==> src/rtl/udb_pkg.sv <==
package udb_pkg;
    // ------------------------------------------------------------
    // Clock and widths
    // ------------------------------------------------------------
    localparam int CLK_PS   = 5000;
    localparam int DATA_W   = 16;
    localparam int CNT_W    = 8;
    localparam int ERR_CRC_BIT = 7;

    typedef logic [1:0] udb_mode_t;
    localparam udb_mode_t UDB_MODE0 = 2'h0;
    localparam udb_mode_t UDB_MODE1 = 2'h1;
    localparam udb_mode_t UDB_MODE2 = 2'h2;

    // ------------------------------------------------------------
    // Timing figures in ns, per mode 0 / 1 / 2
    // ------------------------------------------------------------
    localparam int T_CYC_NS [3]  = '{114, 75, 55};
    localparam int T_2CYC_NS[3]  = '{235, 156, 117};
    localparam int T_FS_NS  [3]  = '{230, 200, 170};
    localparam int T_SR_NS  [3]  = '{50, 30, 20};
    localparam int T_RFS_NS [3]  = '{75, 60, 50};
    localparam int T_RP_NS  [3]  = '{160, 125, 100};
    localparam int T_LI_NS       = 150;
    localparam int T_MLI_NS      = 20;
    localparam int T_ENV_MIN_NS  = 20;
    localparam int T_ENV_MAX_NS  = 70;
    localparam int T_ACK_NS      = 20;
    localparam int T_SS_NS       = 50;
    // Strobe sampling adds up to three clocks of latency
    localparam int SYNC_CYC      = 3;

    // Least time: round up; longest time: round down, floor one cycle
    function automatic logic [CNT_W-1:0] udb_min(input int ns);
        int c;
        c = (ns * 1000 + CLK_PS - 1) / CLK_PS;
        if (c < 1) c = 1;
        return CNT_W'(c);
    endfunction

    function automatic logic [CNT_W-1:0] udb_max(input int ns);
        int c;
        c = (ns * 1000) / CLK_PS;
        if (c < 1) c = 1;
        return CNT_W'(c);
    endfunction

    function automatic int udb_idx(input udb_mode_t m);
        return (m > UDB_MODE2) ? 2 : int'(m);
    endfunction

    // Strobe half period: larger of tCYC and half of t2CYC
    function automatic logic [CNT_W-1:0] udb_half(input udb_mode_t m);
        logic [CNT_W-1:0] a;
        logic [CNT_W-1:0] b;
        a = udb_min(T_CYC_NS[udb_idx(m)]);
        b = udb_min((T_2CYC_NS[udb_idx(m)] + 1) / 2);
        return (a > b) ? a : b;
    endfunction

    localparam logic [CNT_W-1:0] C_MLI = CNT_W'((T_MLI_NS*1000
                                         + CLK_PS - 1) / CLK_PS);
    localparam logic [CNT_W-1:0] C_ENV = CNT_W'((T_ENV_MIN_NS*1000
                                         + CLK_PS - 1) / CLK_PS);
    localparam logic [CNT_W-1:0] C_ACK = CNT_W'((T_ACK_NS*1000
                                         + CLK_PS - 1) / CLK_PS);
    localparam logic [CNT_W-1:0] C_SS  = CNT_W'((T_SS_NS*1000
                                         + CLK_PS - 1) / CLK_PS);
endpackage

==> src/rtl/udb_if.sv <==
`timescale 1ns/1ps
interface udb_if;
    logic        dmarq;
    logic        dmack_n;
    logic        stop;
    logic        hstrobe;
    logic        dstrobe;
    logic        hrdy_n;
    logic        drdy_n;
    logic [15:0] dd_h;
    logic        dd_h_oe;
    logic [15:0] dd_d;
    logic        dd_d_oe;

    modport dev (input dmack_n, stop, hstrobe, hrdy_n, dd_h, dd_h_oe,
                 output dmarq, dstrobe, drdy_n, dd_d, dd_d_oe);
    modport host (input dmarq, dstrobe, drdy_n, dd_d, dd_d_oe,
                  output dmack_n, stop, hstrobe, hrdy_n, dd_h, dd_h_oe);
endinterface

==> src/rtl/udb_dev.sv <==
`timescale 1ns/1ps
module udb_dev
    import udb_pkg::*;
(
    input  wire logic              clk,
    input  wire logic              rstn,
    udb_if.dev                     bus,
    input  wire udb_mode_t         mode,
    input  wire logic              dir_in,
    input  wire logic              start,
    input  wire logic [DATA_W-1:0] tx_data,
    input  wire logic              tx_valid,
    output logic                   tx_ready,
    output logic [DATA_W-1:0]      rx_data,
    output logic                   rx_valid,
    input  wire logic              rx_pause,
    input  wire logic              crc_bad,
    output logic [7:0]             err_reg,
    output logic                   busy
);
    typedef enum logic [2:0] {
        D_IDLE = 3'b000,
        D_REQ  = 3'b001,
        D_ENV  = 3'b010,
        D_SEND = 3'b011,
        D_RECV = 3'b100,
        D_STOP = 3'b101,
        D_DONE = 3'b110
    } udb_dst_e;

    // ------------------------------------------------------------
    // Pin synchronisers
    // ------------------------------------------------------------
    logic [1:0] ack_s, stop_s, hstb_s, hrdy_s;
    logic       hstb_q;
    logic [DATA_W-1:0] dd_s1, dd_s2;
    always_ff @(posedge clk or negedge rstn) begin
        if (!rstn) begin
            ack_s  <= 2'h3;
            stop_s <= 2'h0;
            hstb_s <= 2'h0;
            hrdy_s <= 2'h3;
            hstb_q <= 1'b0;
            dd_s1  <= '0;
            dd_s2  <= '0;
        end else begin
            ack_s  <= {ack_s[0], bus.dmack_n};
            stop_s <= {stop_s[0], bus.stop};
            hstb_s <= {hstb_s[0], bus.hstrobe};
            hrdy_s <= {hrdy_s[0], bus.hrdy_n};
            hstb_q <= hstb_s[1];
            dd_s1  <= bus.dd_h;
            dd_s2  <= dd_s1;
        end
    end
    wire ack_act  = !ack_s[1];
    wire stop_act = stop_s[1];
    wire hrdy_neg = hrdy_s[1];
    wire hstb_edge = hstb_s[1] ^ hstb_q;

    udb_dst_e          st_q;
    logic [CNT_W-1:0]  tmr_q;
    logic [CNT_W-1:0]  gap_q;
    logic              dir_q;
    logic              drive_q;
    logic              rdy_neg_q;
    logic [CNT_W-1:0]  rdy_tmr_q;
    udb_mode_t         mode_q;

    // ------------------------------------------------------------
    // Burst sequencer
    // ------------------------------------------------------------
    always_ff @(posedge clk or negedge rstn) begin
        if (!rstn) begin
            st_q     <= D_IDLE;
            tmr_q    <= '0;
            gap_q    <= '0;
            dir_q    <= 1'b0;
            mode_q   <= UDB_MODE0;
            drive_q  <= 1'b0;
            bus.dmarq    <= 1'b0;
            bus.dstrobe  <= 1'b0;
            bus.dd_d     <= '0;
            bus.dd_d_oe  <= 1'b0;
            tx_ready <= 1'b0;
            busy     <= 1'b0;
        end else begin
            tx_ready <= 1'b0;
            if (tmr_q != '0) tmr_q <= tmr_q - 1'b1;
            if (gap_q != '0) gap_q <= gap_q - 1'b1;
            case (st_q)
            D_IDLE: if (start) begin
                mode_q    <= (mode > UDB_MODE2) ? UDB_MODE2 : mode;
                dir_q     <= dir_in;
                bus.dmarq <= 1'b1;
                busy      <= 1'b1;
                st_q      <= D_REQ;
            end
            D_REQ: if (ack_act) begin
                tmr_q <= C_ENV;
                st_q  <= D_ENV;
            end
            D_ENV: if (tmr_q == '0) begin
                if (dir_q) begin
                    bus.dd_d_oe <= 1'b1;
                    bus.dd_d    <= tx_data;
                    // No word is taken here: each word leaves with a strobe
                    // First edge after one minimum interlock wait (C_MLI)
                    tmr_q <= C_MLI;
                    gap_q <= udb_max(T_FS_NS[udb_idx(mode_q)]);
                    st_q  <= D_SEND;
                end else st_q <= D_RECV;
            end
            D_SEND: begin
                if (stop_act) begin
                    tmr_q <= C_SS;
                    st_q  <= D_STOP;
                end else if (tmr_q == '0 && tx_valid && !hrdy_neg) begin
                    bus.dstrobe <= !bus.dstrobe;
                    bus.dd_d    <= tx_data;
                    tx_ready    <= 1'b1;
                    tmr_q <= udb_half(mode_q);
                end else if (tmr_q == '0 && !tx_valid) begin
                    tmr_q <= C_SS;
                    st_q  <= D_STOP;
                end
            end
            D_RECV: if (stop_act) begin
                tmr_q <= C_MLI;
                st_q  <= D_STOP;
            end
            D_STOP: if (tmr_q == '0) begin
                bus.dmarq   <= 1'b0;
                bus.dd_d_oe <= 1'b0;
                st_q        <= D_DONE;
            end
            D_DONE: if (!ack_act) begin
                busy <= 1'b0;
                st_q <= D_IDLE;
            end
            default: st_q <= D_IDLE;
            endcase
        end
    end

    // ------------------------------------------------------------
    // Receive side: capture and pause
    // ------------------------------------------------------------
    always_ff @(posedge clk or negedge rstn) begin
        if (!rstn) begin
            rx_data   <= '0;
            rx_valid  <= 1'b0;
            bus.drdy_n <= 1'b1;
            rdy_neg_q <= 1'b0;
            rdy_tmr_q <= '0;
        end else begin
            rx_valid <= 1'b0;
            if (st_q == D_RECV && hstb_edge) begin
                rx_data  <= dd_s2;
                rx_valid <= 1'b1;
            end
            if (rdy_tmr_q != '0) rdy_tmr_q <= rdy_tmr_q - 1'b1;
            bus.drdy_n <= !(st_q == D_RECV && !rx_pause);
            if (st_q == D_RECV && rx_pause && !rdy_neg_q) begin
                rdy_neg_q <= 1'b1;
                rdy_tmr_q <= udb_min(T_RP_NS[udb_idx(mode_q)]);
            end else if (!rx_pause) rdy_neg_q <= 1'b0;
        end
    end

    // ------------------------------------------------------------
    // Error register
    // ------------------------------------------------------------
    always_ff @(posedge clk or negedge rstn) begin
        if (!rstn) err_reg <= 8'h00;
        else if (st_q == D_IDLE && start) err_reg <= 8'h00;
        else if (crc_bad) err_reg[ERR_CRC_BIT] <= 1'b1;
    end
endmodule

==> src/flat_wrapper.sv <==
// flat-port wrapper written by rule: the top's interface ports become plain ports
module udb_dev_flat import udb_pkg::*;
  (clk, rstn, mode, dir_in, start, tx_data, tx_valid, tx_ready, rx_data, rx_valid, rx_pause, crc_bad, err_reg, busy, bus_dmack_n, bus_stop, bus_hstrobe, bus_hrdy_n, bus_dd_h, bus_dd_h_oe, bus_dmarq, bus_dstrobe, bus_drdy_n, bus_dd_d, bus_dd_d_oe);
  udb_if bus_i ();
  input  wire logic clk;
  input  wire logic rstn;
  input  wire udb_mode_t mode;
  input  wire logic dir_in;
  input  wire logic start;
  input  wire logic [DATA_W-1:0] tx_data;
  input  wire logic tx_valid;
  output logic tx_ready;
  output logic [DATA_W-1:0] rx_data;
  output logic rx_valid;
  input  wire logic rx_pause;
  input  wire logic crc_bad;
  output logic [7:0] err_reg;
  output logic busy;
  input wire logic [$bits(bus_i.dmack_n)-1:0] bus_dmack_n;
  input wire logic [$bits(bus_i.stop)-1:0] bus_stop;
  input wire logic [$bits(bus_i.hstrobe)-1:0] bus_hstrobe;
  input wire logic [$bits(bus_i.hrdy_n)-1:0] bus_hrdy_n;
  input wire logic [$bits(bus_i.dd_h)-1:0] bus_dd_h;
  input wire logic [$bits(bus_i.dd_h_oe)-1:0] bus_dd_h_oe;
  output wire logic [$bits(bus_i.dmarq)-1:0] bus_dmarq;
  output wire logic [$bits(bus_i.dstrobe)-1:0] bus_dstrobe;
  output wire logic [$bits(bus_i.drdy_n)-1:0] bus_drdy_n;
  output wire logic [$bits(bus_i.dd_d)-1:0] bus_dd_d;
  output wire logic [$bits(bus_i.dd_d_oe)-1:0] bus_dd_d_oe;
  assign bus_i.dmack_n = bus_dmack_n;
  assign bus_i.stop = bus_stop;
  assign bus_i.hstrobe = bus_hstrobe;
  assign bus_i.hrdy_n = bus_hrdy_n;
  assign bus_i.dd_h = bus_dd_h;
  assign bus_i.dd_h_oe = bus_dd_h_oe;
  assign bus_dmarq = bus_i.dmarq;
  assign bus_dstrobe = bus_i.dstrobe;
  assign bus_drdy_n = bus_i.drdy_n;
  assign bus_dd_d = bus_i.dd_d;
  assign bus_dd_d_oe = bus_i.dd_d_oe;
  udb_dev u_core (.clk(clk), .rstn(rstn), .bus(bus_i), .mode(mode), .dir_in(dir_in), .start(start), .tx_data(tx_data), .tx_valid(tx_valid), .tx_ready(tx_ready), .rx_data(rx_data), .rx_valid(rx_valid), .rx_pause(rx_pause), .crc_bad(crc_bad), .err_reg(err_reg), .busy(busy));
endmodule
==> config.mk <==
export PLATFORM = sky130hd
export DESIGN_NAME = udb_dev_flat
export DESIGN_NICKNAME = d
export VERILOG_FILES = /design/src/rtl/udb_pkg.sv /design/src/rtl/udb_if.sv /design/src/rtl/udb_dev.sv /design/src/flat_wrapper.sv
export SDC_FILE = /design/constraint.sdc
export NUM_CORES = 1
export LEC_CHECK = 0
export ABC_AREA = 0
export BUFFER_PORTS_ARGS = -buffer_cell sky130_fd_sc_hd__buf_4
export CORE_MARGIN = 2
export CORE_UTILIZATION = 52
export DETAILED_ROUTE_END_ITERATION = 16
export PLACE_DENSITY = 0.89
export SLEW_MARGIN = 20
export SYNTH_ARGS = -nofsm -noshare
export SYNTH_HDL_FRONTEND = slang
export SYNTH_SLANG_ARGS = --single-unit
export TNS_END_PERCENT = 5
==> constraint.sdc <==
create_clock -name clk -period 2.84 [get_ports clk]
set_clock_uncertainty 0.05 [all_clocks]
set_input_delay 0.142 -clock clk [delete_from_list [all_inputs] [get_ports clk]]
set_output_delay 0.142 -clock clk [all_outputs]
set_load 0.005 [all_outputs]
---- After elaboration in Yosys (flattened, before gate mapping) ----
Index checks and enable logic that the tools add are counted.
storage, ports and cells
  register bits after elaboration ......... 95
  input bits .............................. 46
  output and inout bits ................... 47
  word-level logic and storage cells ...... 141
cells by class
  add/subtract/negate cells ............... 7
  $mul .................................... 2
  divide/modulo/power cells ............... 2
  order comparisons ....................... 6
  eq/ne operators ......................... 17
  mux-type cells .......................... 56
  bitwise logic cells ..................... 4
  reduce and logical (&&, ||, !) cells .... 26
operators by type and width
  operator                                               count
  two-way mux 8 bit                                      17
  binary-select mux 32 bit (select 2 bit)                2
  two-way mux 32 bit                                     4
  adder 32 x 14 -> 32 bit, second input constant         2
  divider 32 x 14 -> 32 bit, second input constant       2
  < comparator 32 x 2 -> 1 bit, second input constant    2
  multiplier 32 x 8 -> 29 bit, second input constant     2
  two-way mux 16 bit                                     4
  subtractor 32 x 2 -> 32 bit, second input constant     2
  adder 32 x 1 -> 32 bit                                 1
  adder 32 x 2 -> 32 bit, second input constant          1
  >= comparator 32 x 3 -> 1 bit, second input constant   1
  NOT 32 bit                                             1
  case mux 16 bit (2 select lines)                       1
  case mux 8 bit (4 select lines)                        1
  two-way mux 3 bit                                      10
  case mux 3 bit (7 select lines)                        1
  inequality test 2 x 1 -> 1 bit, second input constant  6
  two-way mux 1 bit                                      11
  nonzero test 2 bit                                     5
  == test 3 bit, second input constant                   3
  AND reduction 3 bit                                    3
  greater-than comparator 8 bit                          1
  logical NOT 8 bit                                      1
  other kinds (20)                                       36

---- Longest topological paths before layout ----
Gate-level depths: netlist (run 1).
  depth in word-level cells ............... 23
  depth in mapped cells ................... 8
  mapped depth without buffers ............ 7

---- Worst setup path after synthesis (run 1) ----
No wires, ideal clock.
  path type ............................... register to register
  start point ............................. reg u_core.tmr_q[0]
  end point ............................... reg u_core.bus.dd_d[10]
  library setup time ...................... 127 ps
  arrival time ............................ 1,812 ps
  required time ........................... 2,663 ps
  slack ................................... 851 ps
  stages on the path, launching flop included .. 8
  path buffers ............................ 1
  period minus slack after synthesis ...... 1,989 ps
  cells stage by stage .................... dfrtp_1 -> inv_1 -> ha_1 -> nor3b_2 -> nand2_2 -> a21oi_4 -> buf_6 -> mux2_1
between the ends
  cells in the longest elaborated chain, start to end .. 5
  elaborated cells between the ends (all ways) .. 6
  those cells by class .................... 2 x eq/ne; 4 x reduce/logical
ends and longest elaborated chain
  what                                      line                            RTL
  from (decl)                               udb_dev.sv:62                   logic [CNT_W-1:0] tmr_q;
  from (signal assigned)                    udb_dev.sv:89                   if (tmr_q != '0) tmr_q <= tmr_q - 1'b1;
  from (signal assigned)                    udb_dev.sv:122                  tmr_q <= udb_half(mode_q);
  logical NOT 8 bit *                       udb_dev.sv:103, udb_dev.sv:118
  logical AND 1 bit (2 in series)           udb_dev.sv:118                  end else if (tmr_q == '0 && tx_valid && !hrdy_neg) begin
  inequality test 2 x 1 -> 1 bit (no line)  --
  AND reduction 5 bit (no line) *           --
  to (signal assigned)                      udb_dev.sv:106                  bus.dd_d <= tx_data;
  to (signal assigned)                      udb_dev.sv:120                  bus.dd_d <= tx_data;
  to (decl)                                 udb_if.sv:16                    output dmarq, dstrobe, drdy_n, dd_d, dd_d_oe);
Mark *: on every way between the ends. The rest lies on a longest branch, timed or not.
A chain may end at the register's enable or synchronous reset.

---- Worst setup path after layout (run 1) ----
  start point ............................. reg u_core.tmr_q[1]
  end point ............................... reg u_core.bus.dd_d[3]
Same word-level chain as after synthesis.

==> results of run 1 <==
[timing repair]
item,4_1_cts,5_1_grt
gates resized for setup,0,0
hold buffers,42,0
hold endpoints to repair,92,0
[area by class of cell]
type                       count  area, um^2
fill                         405        1768
sequential                    95        2384
timing repair buffer         130        1081
multi-input combinational    161        1245
antenna                        1       2.502
inverter                      11       41.29
clock inverter                 5       86.33
tap                           96       120.1
clock buffer                  11       141.4
[cells by family after synthesis]
logic type      count (synthesis)  share of synthesized area
compound gates                 45                    0.08417
xor+xnor                        7                    0.01643
fa+ha+maj                       6                    0.02012
buf+inv                        27                    0.03655
flops                          95                     0.6388
mux                            34                     0.1023
other cells                     1                   0.001005
simple gates                   59                     0.1006
[synth_stat cells, drive strengths merged (4+ instances only)]
library cell / n / area, um^2
nor2: 12 / 52.55
dfstp: 5 / 131.4
buf: 9 / 68.81
inv: 11 / 41.29
nor3: 4 / 20.02
clkbuf: 7 / 26.28
nor2b: 5 / 31.28
mux2: 33 / 371.6
nand2b: 6 / 37.54
xnor2: 4 / 35.03
ha: 6 / 75.07
o21ai: 13 / 65.06
dfrtp: 90 / 2252
nand2: 13 / 51.30
a21oi: 6 / 41.29
[how the worst max path moves through the flow]
stage                    start                   to  slack (ns)  depth (start not counted)
6_report       u_core.tmr_q[1]   u_core.bus.dd_d[3]        0.54                          7
3_5_place_dp   u_core.tmr_q[3]   u_core.bus.dd_d[2]        0.61                          4
4_1_cts        u_core.tmr_q[3]   u_core.bus.dd_d[2]        0.61                          4
3_3_place_gp   u_core.tmr_q[3]   u_core.bus.dd_d[1]        0.69                          4
2_1_floorplan  u_core.tmr_q[0]  u_core.bus.dd_d[10]        0.85                          7
5_1_grt        u_core.tmr_q[1]   u_core.bus.dd_d[3]        0.38                          7
[worst register-to-register path, cell delays in order, from the launching register on]
cell     delay, ns
dfrtp_1       0.41
inv_1         0.14
ha_1          0.19
nor3b_2       0.17
buf_4         0.18
nand2_2       0.14
a21oi_4       0.51
mux2_2        0.42
[metal layers]
layer | part of all wire | track usage | routed length [um]
met3 | 0.064 | 0.06437 | 568
met2 | 0.51 | 0.3982 | 4571
met1 | 0.39 | 0.3139 | 3488
met4 | 0.033 | 0.1088 | 291
met5 | 0 | 0 | 0
[per-stage QoR]
step                std cells  cell area [um^2]  setup WS [ns]  hold slack, ns
global placement          451              4451         0.6913          0.1500
floorplan                 283              3765         0.8509         -0.2036
CTS                       509              5099         0.6105         0.07713
detailed placement        451              4451         0.6127          0.1582
finish                    510              5101         0.5358         0.07129
global route              510              5101         0.3836         0.07630
[power by group]
group	internal (mW)	total (mW)	leakage [nW]	switching (mW)
clock	0.529	1.01	0.115	0.480
sequential	1.74	2.10	1.12	0.358
combinational	0.930	1.68	1.09	0.745
total	3.20	4.79	2.32	1.58
==> flow_summary.rst, run 1 <==
.. list-table::
   :header-rows: 1

   * - Metric
     - Value
   * - Fraction of final layout cells sized beyond drive strength 1
     - 0.3462
   * - Vias in the first global route
     - 2832
   * - Critical path's slowest cell
     - a21oi_4
   * - Cell area after synthesis
     - approximately 3700 um^2
   * - Routability cong.
     - 0.8689
   * - Power Dens Cells
     - 938.3 nW/um^2
   * - Top_reg_cell synth
     - dfrtp_1
   * - CTS tree
     - built
   * - Area of the die
     - 7869 um^2
   * - End point of the worst hold path
     - u_core.busy
   * - Initial antenna violation count
     - 1
   * - Endpoint of the lowest-slack register-to-register path
     - u_core.bus.dd_d[3]
   * - Count of clock tree sinks
     - 95
   * - Final period util
     - 0.8113
   * - Cells along the critical path
     - inv_1 > ha_1 > nor3b_2 > buf_4 > nand2_2 > a21oi_4 > mux2_2
   * - Post-route setup TNS
     - 0 ns
   * - Proportion of synthesized flip-flops having asynchronous set or reset
     - 1.000
   * - Max-cap viol count
     - 0
   * - CTS H-tree depth
     - 3
   * - Number of enable-type register cells in the synthesized netlist
     - 0
   * - Mean instance size in the synthesized netlist
     - 13.62 um^2
   * - Routed via count
     - 2657
   * - Setup Fix Bufs, Post-CTS
     - 0
   * - Number of buffers created by CTS
     - 9
   * - Routed length per instance
     - 17.49 um
   * - Final net count
     - 460
   * - 1st-pass router iterations
     - 5
   * - Overall routed net length
     - 8.919 mm
   * - P&R area growth vs syn
     - 36.72%
   * - Core Util, Final
     - 0.7426
   * - First-pass GRT wire length
     - 14.26 mm
   * - Endpoint required time on the critical path
     - 3.04 ns
   * - Number of port buffers
     - 84
   * - Clk pin slew, worst setup/hold paths
     - 0.10 ns
   * - Max Root-Sink Buffers
     - 2
   * - Final Hold Fails
     - 0
   * - Tightest Pin Transition
     - between 0.7 and 0.8 ns
   * - Fraction of the yosys area taken by sequential cells
     - 0.6388
   * - Initial DRC Count
     - 179
   * - Number of different library cells in the post-synthesis netlist
     - 55
   * - Die extent in y
     - approximately 89 um
   * - Most common cell after layout, fill and taps aside
     - dfrtp_1
   * - All-Layer GR Usage
     - 0.2459
   * - Vias per cell
     - 5.210
   * - Class of the most critical setup path
     - register to register
   * - # rows
     - 30
   * - Clock network latency to the later pin of the worst-skew pair
     - 0.36 ns
   * - Top Family by Delay on Critical Path
     - compound AO/OA/AOI/OAI gates
   * - Length in cells of the worst reg-to-reg path
     - 7
   * - Initial core utilization
     - 0.5432
   * - Area inside the core boundary
     - about 7000 um^2
   * - Max VDD drop
     - 0.6357 mV
   * - Hold path startpoint
     - start
   * - Cell chosen for the clock root
     - clkbuf_8
   * - Crit-path max cell delay
     - 0.50 ns
   * - Worst slew margin relative to its limit
     - 0.4795
   * - Critical Path AT
     - ~2.5 ns
   * - Leakage power total
     - about 2.3 nW
   * - R2R Setup Slk
     - 0.54 ns
   * - Congestion Overflow GR
     - 0
   * - Post-DP HPWL
     - 5.049 mm
   * - Maximum number of pins on one net before global-route repair
     - 55
   * - Number of routed nets with antenna violations
     - 0
   * - Critical path buffer and inverter count
     - 2
   * - Flop and latch count out of synthesis
     - 95
   * - Count of endpoints failing setup in the final report
     - 0
   * - Worst Setup End Kind
     - register
   * - Worst r2r src
     - u_core.tmr_q[1]
   * - Final Max Slew Viols
     - 0
   * - Category of the worst setup path launch point
     - register
   * - Highest-count cells in the layout ignoring fill and taps
     - dfrtp_1, buf_4, dlygate4sd3_1, mux2_2, o21ai_0
   * - Biggest fanout along the worst timing path
     - 16
   * - DRC violations left
     - 0
   * - Ports placed on the boundary
     - 93
   * - Width of the chip
     - 88.71 um
   * - Crit path time final
     - 2.304 ns
   * - Total design power
     - 4.787 mW
   * - Unrepaired setup endpoints after global routing
     - no
   * - Synth warnings
     - 0
   * - Hold Path Class
     - input pin to register
   * - Number of instances in the synthesized netlist
     - 274
   * - Max Fclk
     - 434.0 MHz
   * - Number of instances on the worst hold path
     - 3
   * - Status
     - completed
Power figures use the tool's default switching activity.
==> inputs of run 2 (changes only) <==
--- a/config.mk
+++ b/config.mk
@@ -8,9 +8,9 @@
 export ABC_AREA = 0
 export BUFFER_PORTS_ARGS = -buffer_cell sky130_fd_sc_hd__buf_4
 export CORE_MARGIN = 2
-export CORE_UTILIZATION = 52
+export CORE_UTILIZATION = 47
 export DETAILED_ROUTE_END_ITERATION = 16
-export PLACE_DENSITY = 0.89
+export PLACE_DENSITY = 0.86
 export SLEW_MARGIN = 20
 export SYNTH_ARGS = -nofsm -noshare
 export SYNTH_HDL_FRONTEND = slang
==> constraint.sdc (replaced) <==
create_clock -name clk -period 1.9 [get_ports clk]
set_clock_uncertainty 0.05 [all_clocks]
set_input_delay 0.095 -clock clk [delete_from_list [all_inputs] [get_ports clk]]
set_output_delay 0.095 -clock clk [all_outputs]
set_load 0.005 [all_outputs]
==> run 2 against run 1 <==
  * The run now ends with setup timing left
  * Wire length increased by 7.4%
  * Largest cell class unchanged
  * Register-to-register slack got worse by 0.59 ns
  * Sequential power is 48% higher
  * Largest power group unchanged
==> flow_summary.rst, run 2 (same netlist as run 1, synthesis figures left out) <==
.. list-table::
   :header-rows: 1

   * - Metric
     - Value
   * - Status
     - finished, violations left
   * - Failing checks
     - setup timing
   * - Endpoint required time on the critical path
     - 2.11 ns (-0.93 ns)
   * - Tightest Pin Transition
     - 0.5022 ns (-0.2766 ns)
   * - Number of buffers created by CTS
     - 9 (unchanged)
   * - Total design power
     - 7.347 mW (+53%)
   * - Leakage power total
     - 2.400 nW (+3.3%)
   * - Max VDD drop
     - 0.8247 mV (+30%)
   * - Ports placed on the boundary
     - 93 (unchanged)
   * - # rows
     - 32 (+6.7%)
   * - Fraction of final layout cells sized beyond drive strength 1
     - 0.3898 (+0.04354)
   * - Crit path time final
     - 1.951 ns (-0.3529 ns)
   * - Highest-count cells in the layout ignoring fill and taps
     - buf_4, dfrtp_1, dlygate4sd3_1, mux2_2, o21ai_0
   * - Final period util
     - 1.027 (+0.2157)
   * - Core Util, Final
     - 0.6822 (-0.06047)
   * - Clock network latency to the later pin of the worst-skew pair
     - 0.38 ns (+0.02 ns)
   * - Count of clock tree sinks
     - 95 (unchanged)
   * - Congestion Overflow GR
     - 0 (unchanged)
   * - Hold Path Class
     - input pin to register
   * - Power Dens Cells
     - 1394 nW/um^2 (+49%)
   * - PnR worst setup slack
     - -0.05132 ns (-0.5871 ns)
   * - Initial DRC Count
     - 332 (+85%)
   * - Filler cells
     - 488 (+20%)
   * - First-pass GRT wire length
     - 14.86 mm (+4.2%)
   * - Unrepaired setup endpoints after global routing
     - yes
   * - Worst slew margin relative to its limit
     - 0.6652 (+0.1857)
   * - Biggest fanout along the worst timing path
     - 6 (-10)
   * - Maximum number of pins on one net before global-route repair
     - 96 (+75%)
   * - Number of port buffers
     - 84 (unchanged)
   * - Vias per cell
     - 5.341 (+2.5%)
   * - Cell chosen for the clock root
     - clkbuf_8
   * - All-Layer GR Usage
     - 0.2275 (-0.01838)
   * - Placed standard-cell area
     - 4602 um^2 (+3.4%)
   * - Routability cong.
     - 0.9858 (+13%)
   * - CTS H-tree depth
     - 3 (unchanged)
   * - P&R area growth vs syn
     - 41.28%
   * - Die extent in y
     - 93.10 um (+5.0%)
   * - Vias in the first global route
     - 3005 (+6.1%)
   * - Category of the worst setup path launch point
     - register
   * - Class of the most critical setup path
     - register to register
   * - Critical Path AT
     - 2.16 ns (-0.34 ns)
   * - CTS tree
     - built
   * - Overall routed net length
     - 9.576 mm (+7.4%)
   * - Max Root-Sink Buffers
     - 2 (unchanged)
   * - Area of the die
     - 8668 um^2 (+10%)
   * - DRC violations left
     - 0 (unchanged)
   * - Final Max Slew Viols
     - 0 (unchanged)
   * - Antenna fix cells
     - 0 (-1)
   * - 1st-pass router iterations
     - 5 (unchanged)
   * - Initial core utilization
     - 0.4828 (-0.06033)
   * - Max-cap viol count
     - 0 (unchanged)
   * - Routed via count
     - 2847 (+7.2%)
   * - Area inside the core boundary
     - 7727 um^2 (+12%)
   * - Most common cell after layout, fill and taps aside
     - buf_4
   * - Post-route setup TNS
     - -0.08898 ns (-0.08898 ns)
   * - Worst Setup End Kind
     - register
   * - Clk pin slew, worst setup/hold paths
     - 0.09 ns (about the same)
   * - Width of the chip
     - 93.10 um (+5.0%)
   * - Final Hold Fails
     - 0 (unchanged)
   * - Number of routed nets with antenna violations
     - 0 (unchanged)
   * - Post-DP HPWL
     - 5.503 mm (+9.0%)
   * - Max Fclk
     - 512.5 MHz (+18%)
   * - Post-Layout Inst Area
     - 5271 um^2 (+3.3%)
   * - Routed length per instance
     - 17.97 um (+2.7%)
   * - Final net count
     - 478 (+3.9%)
   * - Count of endpoints failing setup in the final report
     - 4 (+4)
   * - Initial antenna violation count
     - 0 (-1)
==> run 2: cell type report <==
cell class,count,area (um^2),area share
clock buffers,10,137.6,0.02611
clock inverters,6,60.06,0.01139
inverters,11,41.29,0.007833
multi-input cells,161,1275,0.2419
flip-flops and latches,95,2386,0.4526
well taps,102,127.6,0.02421
repair buffers,148,1244,0.2359
==> run 2: critical path, stage by stage (launching register included) <==
cell and delay [ns]:
dfrtp_2 0.47, or4_4 0.62, a211oi_2 0.33, o22ai_1 0.13, a22o_1 0.25
==> run 2: metrics by stage <==
step	hold slack [ns]	std cells	worst slack, ns
final	0.1568	533	-0.05132
after global routing	0.1384	533	-0.08325
after CTS	0.1204	531	-0.01278
after detailed placement	0.1363	472	-0.01574
after global placement	0.1257	472	0.05063
after floorplan	-0.2506	283	-0.004351
==> run 2: final timing paths <==
path	start	end	slack, ns	cells after the start
max	u_core.tmr_q[3]	u_core.st_q[0]	-0.05	4
min	tx_valid	u_core.tmr_q[1]	0.16	4
max reg2reg	u_core.tmr_q[3]	u_core.st_q[0]	-0.05	4
min reg2reg	u_core.dd_s1[12]	u_core.dd_s2[12]	0.30	0
max in group asynchronous	rstn	u_core.ack_s[1]	1.08	3
min in group asynchronous	rstn	u_core.rx_data[1]	0.30	3
==> run 2: repair_timing <==
item                                    in CTS  in global routing
resized for setup                            1                  6
pin swaps                                    1                  2
hold endpoints to repair                   132                  0
hold buffers                                43                  0
setup buffers                                0                  2
endpoints found under the setup margin       4                 12
==> run 2: power breakdown <==
part,switching (mW),internal [mW],leakage [nW],total [mW]
Combinational,1.32,1.59,1.19,2.91
Sequential,0.501,2.61,1.12,3.11
Clock,0.785,0.541,0.0942,1.33
==> run 2: routing by layer <==
metal / global-route usage / part of all wire
met3: 0.05077 / 0.069
met4: 0.1324 / 0.045
met5: 0 / 0
met2: 0.4052 / 0.53
met1: 0.2485 / 0.35
